==> config.mk <==
export PLATFORM = sky130hd
export DESIGN_NAME = rtcca_top
export DESIGN_NICKNAME = d
export VERILOG_FILES = /design/src/rtl/rtcca_pkg.sv /design/src/rtl/rtcca_top.sv
export SDC_FILE = /design/constraint.sdc
export NUM_CORES = 1
export LEC_CHECK = 0
export ABC_AREA = 1
export BUFFER_PORTS_ARGS = -buffer_cell sky130_fd_sc_hd__buf_2
export CORE_ASPECT_RATIO = 2
export CORE_MARGIN = 5
export CORE_UTILIZATION = 58
export CTS_CLUSTER_DIAMETER = 30
export CTS_CLUSTER_SIZE = 40
export DETAILED_ROUTE_END_ITERATION = 8
export GPL_TIMING_DRIVEN = 0
export HOLD_SLACK_MARGIN = 0.15
export PLACE_DENSITY_LB_ADDON = 0.05
export SETUP_SLACK_MARGIN = 0.4
export SYNTH_ARGS = -nofsm -noshare
export SYNTH_HDL_FRONTEND = slang
export SYNTH_SLANG_ARGS = --single-unit
==> constraint.sdc <==
create_clock -name clk -period 5 [get_ports clk]
set_input_delay 1 -clock clk [delete_from_list [all_inputs] [get_ports clk]]
set_output_delay 1 -clock clk [all_outputs]
set_load 0.02 [all_outputs]
==> src/rtl/rtcca_pkg.sv <==
package rtcca_pkg;

    // ------------------------------------------------------------------
    // Register offsets (byte addresses)
    // ------------------------------------------------------------------
    localparam logic [7:0] CLOCK_CONTROL_OFS    = 8'h00;
    localparam logic [7:0] ALARM_CONTROL_OFS    = 8'h10;
    localparam logic [7:0] TIME_VALUE_OFS       = 8'h20;
    localparam logic [7:0] DATE_VALUE_OFS       = 8'h30;
    localparam logic [7:0] ALARM_TIME_VALUE_OFS = 8'h40;
    localparam logic [7:0] ALARM_DATE_VALUE_OFS = 8'h50;

    // ------------------------------------------------------------------
    // clock_control field positions
    // ------------------------------------------------------------------
    localparam int CC_CAL_LSB      = 16;
    localparam int CC_ENABLE       = 15;
    localparam int CC_STOP_IDLE    = 13;
    localparam int CC_SRC_LSB      = 9;
    localparam int CC_OSEL_LSB     = 7;
    localparam int CC_RUNNING      = 6;
    localparam int CC_UNLOCK       = 3;
    localparam int CC_RIPPLE       = 2;
    localparam int CC_HALF_SECOND_FLAG      = 1;
    localparam int CC_PIN_OE       = 0;

    // ------------------------------------------------------------------
    // alarm_control field positions
    // ------------------------------------------------------------------
    localparam int AC_ARM          = 15;
    localparam int AC_CHIME        = 14;
    localparam int AC_PULSE        = 13;
    localparam int AC_RIPPLE       = 12;
    localparam int AC_INTV_LSB     = 8;

    // ------------------------------------------------------------------
    // Encodings, reset values and timing
    // ------------------------------------------------------------------
    localparam logic [1:0] SRC_LOWPOWER  = 2'h0;
    localparam logic [1:0] SRC_CRYSTAL   = 2'h1;
    localparam logic [1:0] OSEL_ALARM    = 2'h0;
    localparam logic [1:0] OSEL_SECONDS  = 2'h1;
    localparam logic [31:0] CTRL_RESET   = 32'h0000_0000;
    localparam logic [14:0] HALF_SEC_CNT = 15'h3FFF;
    localparam logic [14:0] SEC_LAST     = 15'h7FFF;
    localparam logic [14:0] RIPPLE_GUARD = 15'h0020;
    localparam logic [5:0]  MINUTE_LAST  = 6'h3B;

    // Alarm interval codes
    typedef enum logic [3:0] {
        RTCCA_IV_HALF  = 4'h0,
        RTCCA_IV_SEC   = 4'h1,
        RTCCA_IV_10SEC = 4'h2,
        RTCCA_IV_MIN   = 4'h3,
        RTCCA_IV_10MIN = 4'h4,
        RTCCA_IV_HOUR  = 4'h5,
        RTCCA_IV_DAY   = 4'h6,
        RTCCA_IV_WEEK  = 4'h7,
        RTCCA_IV_MONTH = 4'h8,
        RTCCA_IV_YEAR  = 4'h9
    } rtcca_interval_t;

endpackage

==> src/rtl/rtcca_top.sv <==
// The address-and-strobe port and the register offsets are this design's own decisions.
`timescale 1ns/1ps
// Function
// - Signed 10-bit drift value adds or removes that many ticks per minute
// - Enable bit runs the calendar; writable only while unlocked
// - Stop-in-idle halts the calendar while the processor idles
// - Source field 01 crystal, 00 low-power oscillator, others reserved
// - Output select 01 seconds clock, 00 alarm pulse
// - Pin carries selected signal only while output enable is set
// - Running status shows a tick was seen from the selected reference; sticky until reset or a reserved source select
// - Unlock bit opens time and date registers; settable only after system unlock
// - Read ripple flag warns of rollover; software reads twice
// - Half-second flag tracks second half; seconds write clears it
// - Control and alarm control reset only on power-on reset
// - Arm bit auto-clears at event when count zero and no chime
// - Chime lets repeat count wrap 00 to FF; otherwise stops at 00
// - Pulse start level writable when disarmed; reads pulse when armed
// - Alarm ripple flag set within 32 ticks of half-second rollover
// - Interval codes 0 to 9 half-second up to year; rest reserved
// - Repeat count decrements on each event; n gives n+1 events
// - Time register holds BCD hours, minutes, seconds; low byte zero
// - Date register holds BCD year, month, day, weekday
// - Time and date writes ignored while unlock bit is clear
module rtcca_top
    import rtcca_pkg::*;
(
    input  wire logic        clk,
    input  wire logic        rst,
    input  wire logic        por,
    input  wire logic        tick_crystal,
    input  wire logic        tick_lowpower,
    input  wire logic        cpu_idle,
    input  wire logic        sys_unlocked,
    input  wire logic [7:0]  addr,
    input  wire logic [31:0] wdata,
    input  wire logic        wr,
    input  wire logic        rd,
    output logic      [31:0] rdata,
    output logic             clk_out,
    output logic             alarm_event
);

    // ------------------------------------------------------------------
    // Helpers
    // ------------------------------------------------------------------
    // Days in month for BCD month and year; leap every 4th year in range
    // Only the year modulo four matters,
    // so a narrow product that wraps is harmless
    function automatic logic [7:0] rtcca_month_days(input logic [7:0] mon,
                                                    input logic [7:0] yr);
        logic [4:0] ybin;
        ybin = 5'(yr[7:4] * 4'hA + yr[3:0]);
        case (mon)
            8'h02:   rtcca_month_days = (ybin[1:0] == 2'h0) ? 8'h29 : 8'h28;
            8'h04, 8'h06, 8'h09, 8'h11: rtcca_month_days = 8'h30;
            default: rtcca_month_days = 8'h31;
        endcase
    endfunction

    // Digits past the limit, even illegal ones,
    // fall straight to the wrap value
    // BCD increment with wrap to a given value past a limit
    function automatic logic [7:0] rtcca_bcd_inc(input logic [7:0] v,
                                                 input logic [7:0] lim,
                                                 input logic [7:0] wrap);
        if (v >= lim)
            rtcca_bcd_inc = wrap;
        else if (v[3:0] == 4'h9)
            rtcca_bcd_inc = {v[7:4] + 4'h1, 4'h0};
        else
            rtcca_bcd_inc = {v[7:4], v[3:0] + 4'h1};
    endfunction

    // ------------------------------------------------------------------
    // Control state
    // ------------------------------------------------------------------
    // Control fields; a plain reset keeps them
    logic [9:0]  cal_q;
    logic        en_q;
    logic        stop_idle_q;
    logic [1:0]  src_q;
    logic [1:0]  osel_q;
    logic        unlock_q;
    logic        pin_oe_q;
    // Alarm control and its compare values
    logic        arm_q;
    logic        chime_q;
    logic        pulse_q;
    logic [3:0]  intv_q;
    logic [7:0]  rpt_q;
    logic [31:0] atime_q;
    logic [23:0] adate_q;

    // Calendar digits, prescaler, drift state
    logic [7:0]  hr_q, min_q, sec_q;
    logic [7:0]  yr_q, mon_q, day_q;
    logic [3:0]  wday_q;
    logic [14:0] pre_q;
    logic [5:0]  min_tick_q;
    logic [9:0]  corr_q;
    logic        running_q;

    // Per-cycle strobes
    logic        tick, run, adv_tick, half_edge, sec_edge, min_edge;
    logic        time_wr, date_wr, alarm_wr, ctrl_wr, match, fire;
    logic        ripple_near;

    // ------------------------------------------------------------------
    // Tick selection and gating
    // ------------------------------------------------------------------
    // Reserved source codes give no ticks at all
    // Tick inputs are one-cycle pulses in this domain
    assign tick = (src_q == SRC_CRYSTAL)  ? tick_crystal :
                  (src_q == SRC_LOWPOWER) ? tick_lowpower : 1'b0;
    assign run  = en_q && !(stop_idle_q && cpu_idle);
    // Positive drift inserts extra ticks; negative swallows ticks
    assign adv_tick = run && (corr_q != 10'h000) && !cal_q[9]
                      ? 1'b1
                      : run && tick && !((corr_q != 10'h000) && cal_q[9]);
    // Strobe at the middle and at the end of a second
    assign half_edge = adv_tick
                       && (pre_q == HALF_SEC_CNT || pre_q == SEC_LAST);
    assign sec_edge  = adv_tick && (pre_q == SEC_LAST);
    assign min_edge  = sec_edge && (sec_q == 8'h59);

    // Write decodes; time and date registers shut while locked
    assign ctrl_wr  = wr && (addr == CLOCK_CONTROL_OFS);
    assign alarm_wr = wr && (addr == ALARM_CONTROL_OFS);
    assign time_wr  = wr && (addr == TIME_VALUE_OFS) && unlock_q;
    assign date_wr  = wr && (addr == DATE_VALUE_OFS) && unlock_q;

    // ------------------------------------------------------------------
    // Control register, power-on reset only
    // ------------------------------------------------------------------
    // A warm reset keeps the clock configured,
    // so software need not rebuild it
    always_ff @(posedge clk or posedge por) begin
        if (por) begin
            cal_q       <= CTRL_RESET[25:16];
            en_q        <= CTRL_RESET[CC_ENABLE];
            stop_idle_q <= CTRL_RESET[CC_STOP_IDLE];
            src_q       <= CTRL_RESET[10:9];
            osel_q      <= CTRL_RESET[8:7];
            unlock_q    <= CTRL_RESET[CC_UNLOCK];
            pin_oe_q    <= CTRL_RESET[CC_PIN_OE];
        end else if (ctrl_wr) begin
            cal_q       <= wdata[CC_CAL_LSB +: 10];
            stop_idle_q <= wdata[CC_STOP_IDLE];
            src_q       <= wdata[CC_SRC_LSB +: 2];
            osel_q      <= wdata[CC_OSEL_LSB +: 2];
            pin_oe_q    <= wdata[CC_PIN_OE];
            if (unlock_q)
                en_q <= wdata[CC_ENABLE];
            // Clearing always allowed; setting needs system unlock
            if (!wdata[CC_UNLOCK] || sys_unlocked)
                unlock_q <= wdata[CC_UNLOCK];
        end
    end

    // ------------------------------------------------------------------
    // Prescaler and drift correction
    // ------------------------------------------------------------------
    // Correction count loads once per minute, spent one tick at a time
    // Positive drift adds one advance per clock,
    // so it is spent within a few hundred cycles
    // A time write restarts the prescaler,
    // which also clears the half-second flag
    always_ff @(posedge clk or posedge rst) begin
        if (rst) begin
            pre_q      <= 15'h0000;
            min_tick_q <= 6'h00;
            corr_q     <= 10'h000;
        end else begin
            if (time_wr)
                pre_q <= 15'h0000;
            else if (adv_tick)
                pre_q <= pre_q + 15'h0001;
            if (sec_edge)
                min_tick_q <= (min_tick_q == MINUTE_LAST) ? 6'h00
                                                          : min_tick_q + 6'h01;
            if (sec_edge && min_tick_q == MINUTE_LAST)
                corr_q <= cal_q[9] ? 10'(-cal_q) : cal_q;
            else if (corr_q != 10'h000 && run && (cal_q[9] ? tick : 1'b1))
                corr_q <= corr_q - 10'h001;
        end
    end

    // Running status: a tick seen from the chosen source since reset or a reserved source select
    // Sticky: a stopped oscillator is not seen,
    // which spares a timeout counter
    always_ff @(posedge clk or posedge rst) begin
        if (rst)
            running_q <= 1'b0;
        else if (tick)
            running_q <= 1'b1;
        else if (src_q != SRC_CRYSTAL && src_q != SRC_LOWPOWER)
            running_q <= 1'b0;
    end

    // ------------------------------------------------------------------
    // Time and calendar
    // ------------------------------------------------------------------
    // Bus writes beat the carry chain;
    // a write on a second boundary drops one step
    // Carries test the digits before this update
    always_ff @(posedge clk or posedge rst) begin
        if (rst) begin
            hr_q   <= 8'h00;
            min_q  <= 8'h00;
            sec_q  <= 8'h00;
            yr_q   <= 8'h00;
            mon_q  <= 8'h01;
            day_q  <= 8'h01;
            wday_q <= 4'h0;
        end else if (time_wr) begin
            hr_q  <= wdata[31:24];
            min_q <= wdata[23:16];
            sec_q <= wdata[15:8];
        end else if (date_wr) begin
            yr_q   <= wdata[31:24];
            mon_q  <= wdata[23:16];
            day_q  <= wdata[15:8];
            wday_q <= wdata[3:0];
        end else if (sec_edge) begin
            sec_q <= rtcca_bcd_inc(sec_q, 8'h59, 8'h00);
            if (min_edge) begin
                min_q <= rtcca_bcd_inc(min_q, 8'h59, 8'h00);
                if (min_q == 8'h59) begin
                    hr_q <= rtcca_bcd_inc(hr_q, 8'h23, 8'h00);
                    if (hr_q == 8'h23) begin
                        wday_q <= (wday_q >= 4'h6) ? 4'h0 : wday_q + 4'h1;
                        day_q  <= rtcca_bcd_inc(day_q,
                                      rtcca_month_days(mon_q, yr_q), 8'h01);
                        if (day_q >= rtcca_month_days(mon_q, yr_q)) begin
                            mon_q <= rtcca_bcd_inc(mon_q, 8'h12, 8'h01);
                            if (mon_q == 8'h12)
                                yr_q <= rtcca_bcd_inc(yr_q, 8'h99, 8'h00);
                        end
                    end
                end
            end
        end
    end

    // ------------------------------------------------------------------
    // Alarm match by interval mask
    // ------------------------------------------------------------------
    // Wider intervals compare more fields
    always_comb begin
        unique case (intv_q)
            RTCCA_IV_HALF:  match = 1'b1;
            RTCCA_IV_SEC:   match = (pre_q == SEC_LAST);
            RTCCA_IV_10SEC: match = sec_q[3:0] == atime_q[11:8];
            RTCCA_IV_MIN:   match = sec_q == atime_q[15:8];
            RTCCA_IV_10MIN: match = {min_q[3:0], sec_q} == atime_q[19:8];
            RTCCA_IV_HOUR:  match = {min_q, sec_q} == atime_q[23:8];
            RTCCA_IV_DAY:   match = {hr_q, min_q, sec_q} == atime_q[31:8];
            RTCCA_IV_WEEK:  match = {hr_q, min_q, sec_q} == atime_q[31:8]
                                    && wday_q == adate_q[3:0];
            RTCCA_IV_MONTH: match = {hr_q, min_q, sec_q} == atime_q[31:8]
                                    && day_q == adate_q[15:8];
            RTCCA_IV_YEAR:  match = {hr_q, min_q, sec_q} == atime_q[31:8]
                                    && {mon_q, day_q} == adate_q[23:8];
            default:        match = 1'b0;
        endcase
    end
    // Seconds-based matches look at the value that is just ending
    // Beyond one second, fire on whole seconds only
    assign fire = arm_q && half_edge && match && !(intv_q > 4'h1
                  && pre_q != SEC_LAST);

    // ------------------------------------------------------------------
    // Alarm control, power-on reset only
    // ------------------------------------------------------------------
    // An event outranks a bus write in one cycle,
    // so no decrement is ever lost; software
    // keeps out of the ripple window instead
    // Alarm time and date share this reset
    always_ff @(posedge clk or posedge por) begin
        if (por) begin
            arm_q   <= CTRL_RESET[AC_ARM];
            chime_q <= CTRL_RESET[AC_CHIME];
            pulse_q <= CTRL_RESET[AC_PULSE];
            intv_q  <= CTRL_RESET[11:8];
            rpt_q   <= CTRL_RESET[7:0];
            atime_q <= CTRL_RESET;
            adate_q <= CTRL_RESET[23:0];
        end else if (fire) begin
            pulse_q <= ~pulse_q;
            if (rpt_q != 8'h00 || chime_q)
                rpt_q <= rpt_q - 8'h01;
            if (rpt_q == 8'h00 && !chime_q)
                arm_q <= 1'b0;
        end else begin
            if (alarm_wr) begin
                arm_q   <= wdata[AC_ARM];
                chime_q <= wdata[AC_CHIME];
                intv_q  <= wdata[AC_INTV_LSB +: 4];
                rpt_q   <= wdata[7:0];
                if (!arm_q)
                    pulse_q <= wdata[AC_PULSE];
            end
            if (wr && addr == ALARM_TIME_VALUE_OFS)
                atime_q <= {wdata[31:8], 8'h00};
            if (wr && addr == ALARM_DATE_VALUE_OFS)
                adate_q <= {wdata[23:8], 4'h0, wdata[3:0]};
        end
    end

    // ------------------------------------------------------------------
    // Output pin and event
    // ------------------------------------------------------------------
    // Registered so the pin never glitches;
    // costs one cycle of lag
    // Reserved selects hold the pin low
    always_ff @(posedge clk or posedge rst) begin
        if (rst) begin
            clk_out     <= 1'b0;
            alarm_event <= 1'b0;
        end else begin
            alarm_event <= fire;
            if (!pin_oe_q)
                clk_out <= 1'b0;
            else if (osel_q == OSEL_SECONDS)
                clk_out <= pre_q[14];
            else if (osel_q == OSEL_ALARM)
                clk_out <= pulse_q;
            else
                clk_out <= 1'b0;
        end
    end

    // ------------------------------------------------------------------
    // Register read port
    // ------------------------------------------------------------------
    // Ripple window covers the last 32 ticks before each half-second
    // Both flags share it; meaningful only when on
    assign ripple_near = en_q && ((pre_q > HALF_SEC_CNT - RIPPLE_GUARD
                         && pre_q <= HALF_SEC_CNT)
                         || pre_q > SEC_LAST - RIPPLE_GUARD);

    // Zero outside the read cycle,
    // so slaves can be ORed onto one bus
    always_ff @(posedge clk or posedge rst) begin
        if (rst)
            rdata <= 32'h0000_0000;
        else if (rd) begin
            unique case (addr)
                CLOCK_CONTROL_OFS:
                    rdata <= {6'h00, cal_q, en_q, 1'b0, stop_idle_q, 2'h0,
                              src_q, osel_q, running_q, 2'h0, unlock_q,
                              ripple_near, pre_q[14], pin_oe_q};
                ALARM_CONTROL_OFS:
                    rdata <= {16'h0000, arm_q, chime_q, pulse_q,
                              ripple_near, intv_q, rpt_q};
                TIME_VALUE_OFS:
                    rdata <= {hr_q, min_q, sec_q, 8'h00};
                DATE_VALUE_OFS:
                    rdata <= {yr_q, mon_q, day_q, 4'h0, wday_q};
                ALARM_TIME_VALUE_OFS:
                    rdata <= atime_q;
                ALARM_DATE_VALUE_OFS:
                    rdata <= {8'h00, adate_q};
                default:
                    rdata <= 32'h0000_0000;
            endcase
        end else
            rdata <= 32'h0000_0000;
    end

endmodule

==> out/results.ini <==
[outcome]
status=complete, no violations

[layout]
syn_to_final_growth_pct=12.6
final_area_mm2=0.0128
nets=1682
n_fill_cell=1783
n_antenna_cell=0
drive_gt1_share_pct=12.3
layout_common_cells=nand2_1 (367), inv_1 (205), dfrtp_1 (193)
final_core_util_pct=66.3
mostFrequentLayoutCell=nand2_1

[logic_synthesis]
synth_top_flop_cell=dfrtp_1
yosysWarnings=0
syn-num-nets=1579
synthCells=1504
ys_types=57
ys_seq_elements=195
synth_edf_count=0
synth_mux_area_share_pct=0
yosys.area_share.xor_xnor_pct=3.62
synth_area_mm2=0.0114
synth-compound-area-share_pct=17.0
seq_area_frac_synth_pct=43.0
synthSimpleGateAreaFrac_pct=24.2
synthDominantCellAreaShare_pct=42.5
yosys.area.top_type=dfrtp_1
synth_area_leaders=dfrtp_1 (43%), nand2_1 (12%), inv_1 (6.8%), o21ai_0 (4.3%), nor2_1 (3.9%)
postSynthAreaPerCell_um2=7.55
async_flop_share_pct=100
synth_top_family_by_area=simple AND/OR/NAND/NOR gates
synth_fa_ha_area_share_pct=2.86

[clocking]
clk-insertion-delay-late_ps=460
clk_pin_slew_ps=70
cts_made_buffers=17
post_cts_buffers=0
ctsResizeCount=0
cts_root_buf=clkbuf_16
cts.sinks=195
cts_tree=built
hold_buffers=0
cts_max_level=4
clockBufferDepth=2

[pwr]
ir_drop_uv=247
cellPowerDensity_mw_per_mm2=289
power_leakage_uw=0.00633

[critical_path]
path_cells=clkbuf_1 > inv_1 > nor2_1 > inv_1 > nor3_1 > a31oi_1 > nor2_1 > a311oi_1 > ha_1 > nand4_1 > nand2_1 > nor2_2 > nand2_1 > nand2_1 > nor2_1 > nand2_2 > nor2_1 > a21oi_1
cpMostUsedCell=nor2_1
endpoint_kind=flip-flop
worst-path-buf-inv=3
crit_fanout=7
start_kind=flip-flop
cp_data_required_time_ps=5380
rrSetupSlack_ps=1150
crit_arrival_ps=4230
critPathSlowestCell=dfstp_2
path_class=reg -> reg
slowest_delay_ps=510
critPathTopFamily=simple AND/OR/NAND/NOR gates

[grt]
grt_max_degree=69
grt_pass1_vias=11000
grt_pass1_wl_um=59100
track_usage_pct=34.8
grt_antenna_before_repair=0
grt-ovfl-total=0

[sta]
max_slew_margin_pct=31.5
slew_violations=0
period_share_pct=77.1
rsz0062_at_grt=no
finalClockSkew_ps=14.2
max_freq_mhz=260
setup_viol=0
hold_viol_final=0
worstMarginPinSlew_ps=1020
fin_crit_ps=3850

[placed_design]
port_buffers=82
dpl-instance-area_mm2=0.0122
dpl.hpwl_um=29400
globalplace.congestion=0.988

[routing]
drc_errors=0
wl_per_cell_um=20.4
num_vias=11000
antenna_left=0
via_per_inst=5.88
drtIter0Drc=878
dr.pass1.iters=6
routed_wl_um=38300

[floorplan]
dieArea_mm2=0.0226
ios=83
core_mm2=0.0193
rows=72
die-height_um=208
start_util_pct=58.9
die_w_um=109

[job]
drv_cap=0

[hold_path]
hp-class=in -> async

## power by group
part | internal [µW] | switching (µW) | leakage [µW]
sequential | 1660 | 77.4 | 0.00255
combinational | 157 | 310 | 0.00347
clock | 848 | 634 | 0.000305
total | 2670 | 1020 | 0.00633
## Yosys cell counts, types with 4 or more instances
library cell / number
xor2_1: 33
o21ai_1: 69
buf_4: 4
o211ai_1: 7
a31oi_1: 9
nand2_1: 367
inv_2: 18
nand3b_1: 4
nor2_1: 119
a32oi_1: 8
o21ai_2: 5
a211oi_1: 5
a21oi_1: 55
or2_2: 4
nand3_1: 56
o21ai_0: 97
inv_1: 207
ha_1: 26
nor2_2: 9
nand4_1: 19
dfrtp_1: 193
clkbuf_1: 16
nand3_2: 4
a22oi_1: 10
buf_2: 13
nor3_1: 30
o22ai_1: 37
xnor2_1: 14
a221oi_1: 11
nand2_2: 9
## layout make-up
class | instances | area [µm²] | area share, %
buffer | 37 | 193 | 1.51
clock buffer | 23 | 488 | 3.82
clock inverter | 9 | 141 | 1.11
inverter | 228 | 865 | 6.76
multi-input combinational | 1044 | 5420 | 42.4
sequential | 195 | 4880 | 38.2
tap | 259 | 324 | 2.54
timing repair buffer | 84 | 465 | 3.64
## path summary, 6_finish.rpt
path	from	to	cells after the start
max in group asynchronous	rst	day_q[0]$_DFFE_PP1P_	3
min in group clk	osel_q[0]$_DFFE_PP0P_	clk_out$_DFF_PP0_	1
min	por	cal_q[3]$_DFFE_PP0P_	2
max	mon_q[0]$_DFFE_PP1P_	day_q[4]$_DFFE_PP0P_	18
max reg2reg	mon_q[0]$_DFFE_PP1P_	day_q[4]$_DFFE_PP0P_	18
min reg2reg	osel_q[0]$_DFFE_PP0P_	clk_out$_DFF_PP0_	1
## cell families (layout without fill, tap and decap cells)
group | count (synthesis) | after routing
DFF | 195 | 195
AOI/OAI and AO/OA | 332 | 332
adders and majority gates | 26 | 26
buffers and inverters | 265 | 381
xor gates and xnor gates | 47 | 47
and+or+nand+nor | 639 | 639
## flip-flops by register name, summed over array words and instances (netlist names), 2 cells and up
signal,flops
cal_q,10
src_q,2
day_q,8
mon_q,8
rpt_q,8
min_q,8
adate_q,20
sec_q,8
intv_q,4
rdata,32
atime_q,24
pre_q,15
corr_q,10
min_tick_q,6
yr_q,8
hr_q,8
wday_q,4
osel_q,2
## worst reg2reg max path, delay by kind of cell (launching register included)
| family | cells | cell delay [ps] |
|---|---|---|
| compound gates | 3 | 330 |
| fa+ha+maj | 1 | 330 |
| buf+inv | 3 | 580 |
| flops | 1 | 510 |
| simple gates | 11 | 2050 |
## per-layer routing
| layer | routed length (µm) | global-route usage, % | up-vias |
|---|---|---|---|
| met5 | 0 | 0 | - |
| met3 | 2330 | 5.42 | 185 |
| met2 | 19800 | 60.2 | 539 |
| met1 | 13200 | 37.3 | 5185 |
| met4 | 2990 | 24.9 | 0 |
| li1 | - | - | 5138 |
## through the flow
| step | power, µW | worst slack [ps] | setup TNS [ps] | hold WS, ps | cells |
|---|---|---|---|---|---|
| after floorplan | 2070 | 874 | 0 | 439 | 1504 |
| after global placement | 2210 | -796 | -89950 | 456 | 1845 |
| after detailed placement | 2230 | 1250 | 0 | 467 | 1847 |
| after CTS | 3690 | 1210 | 0 | 461 | 1879 |
| after global routing | 3830 | 981 | 0 | 472 | 1879 |
| final | 3690 | 1150 | 0 | 470 | 1879 |
Power figures use the tool's default switching activity.
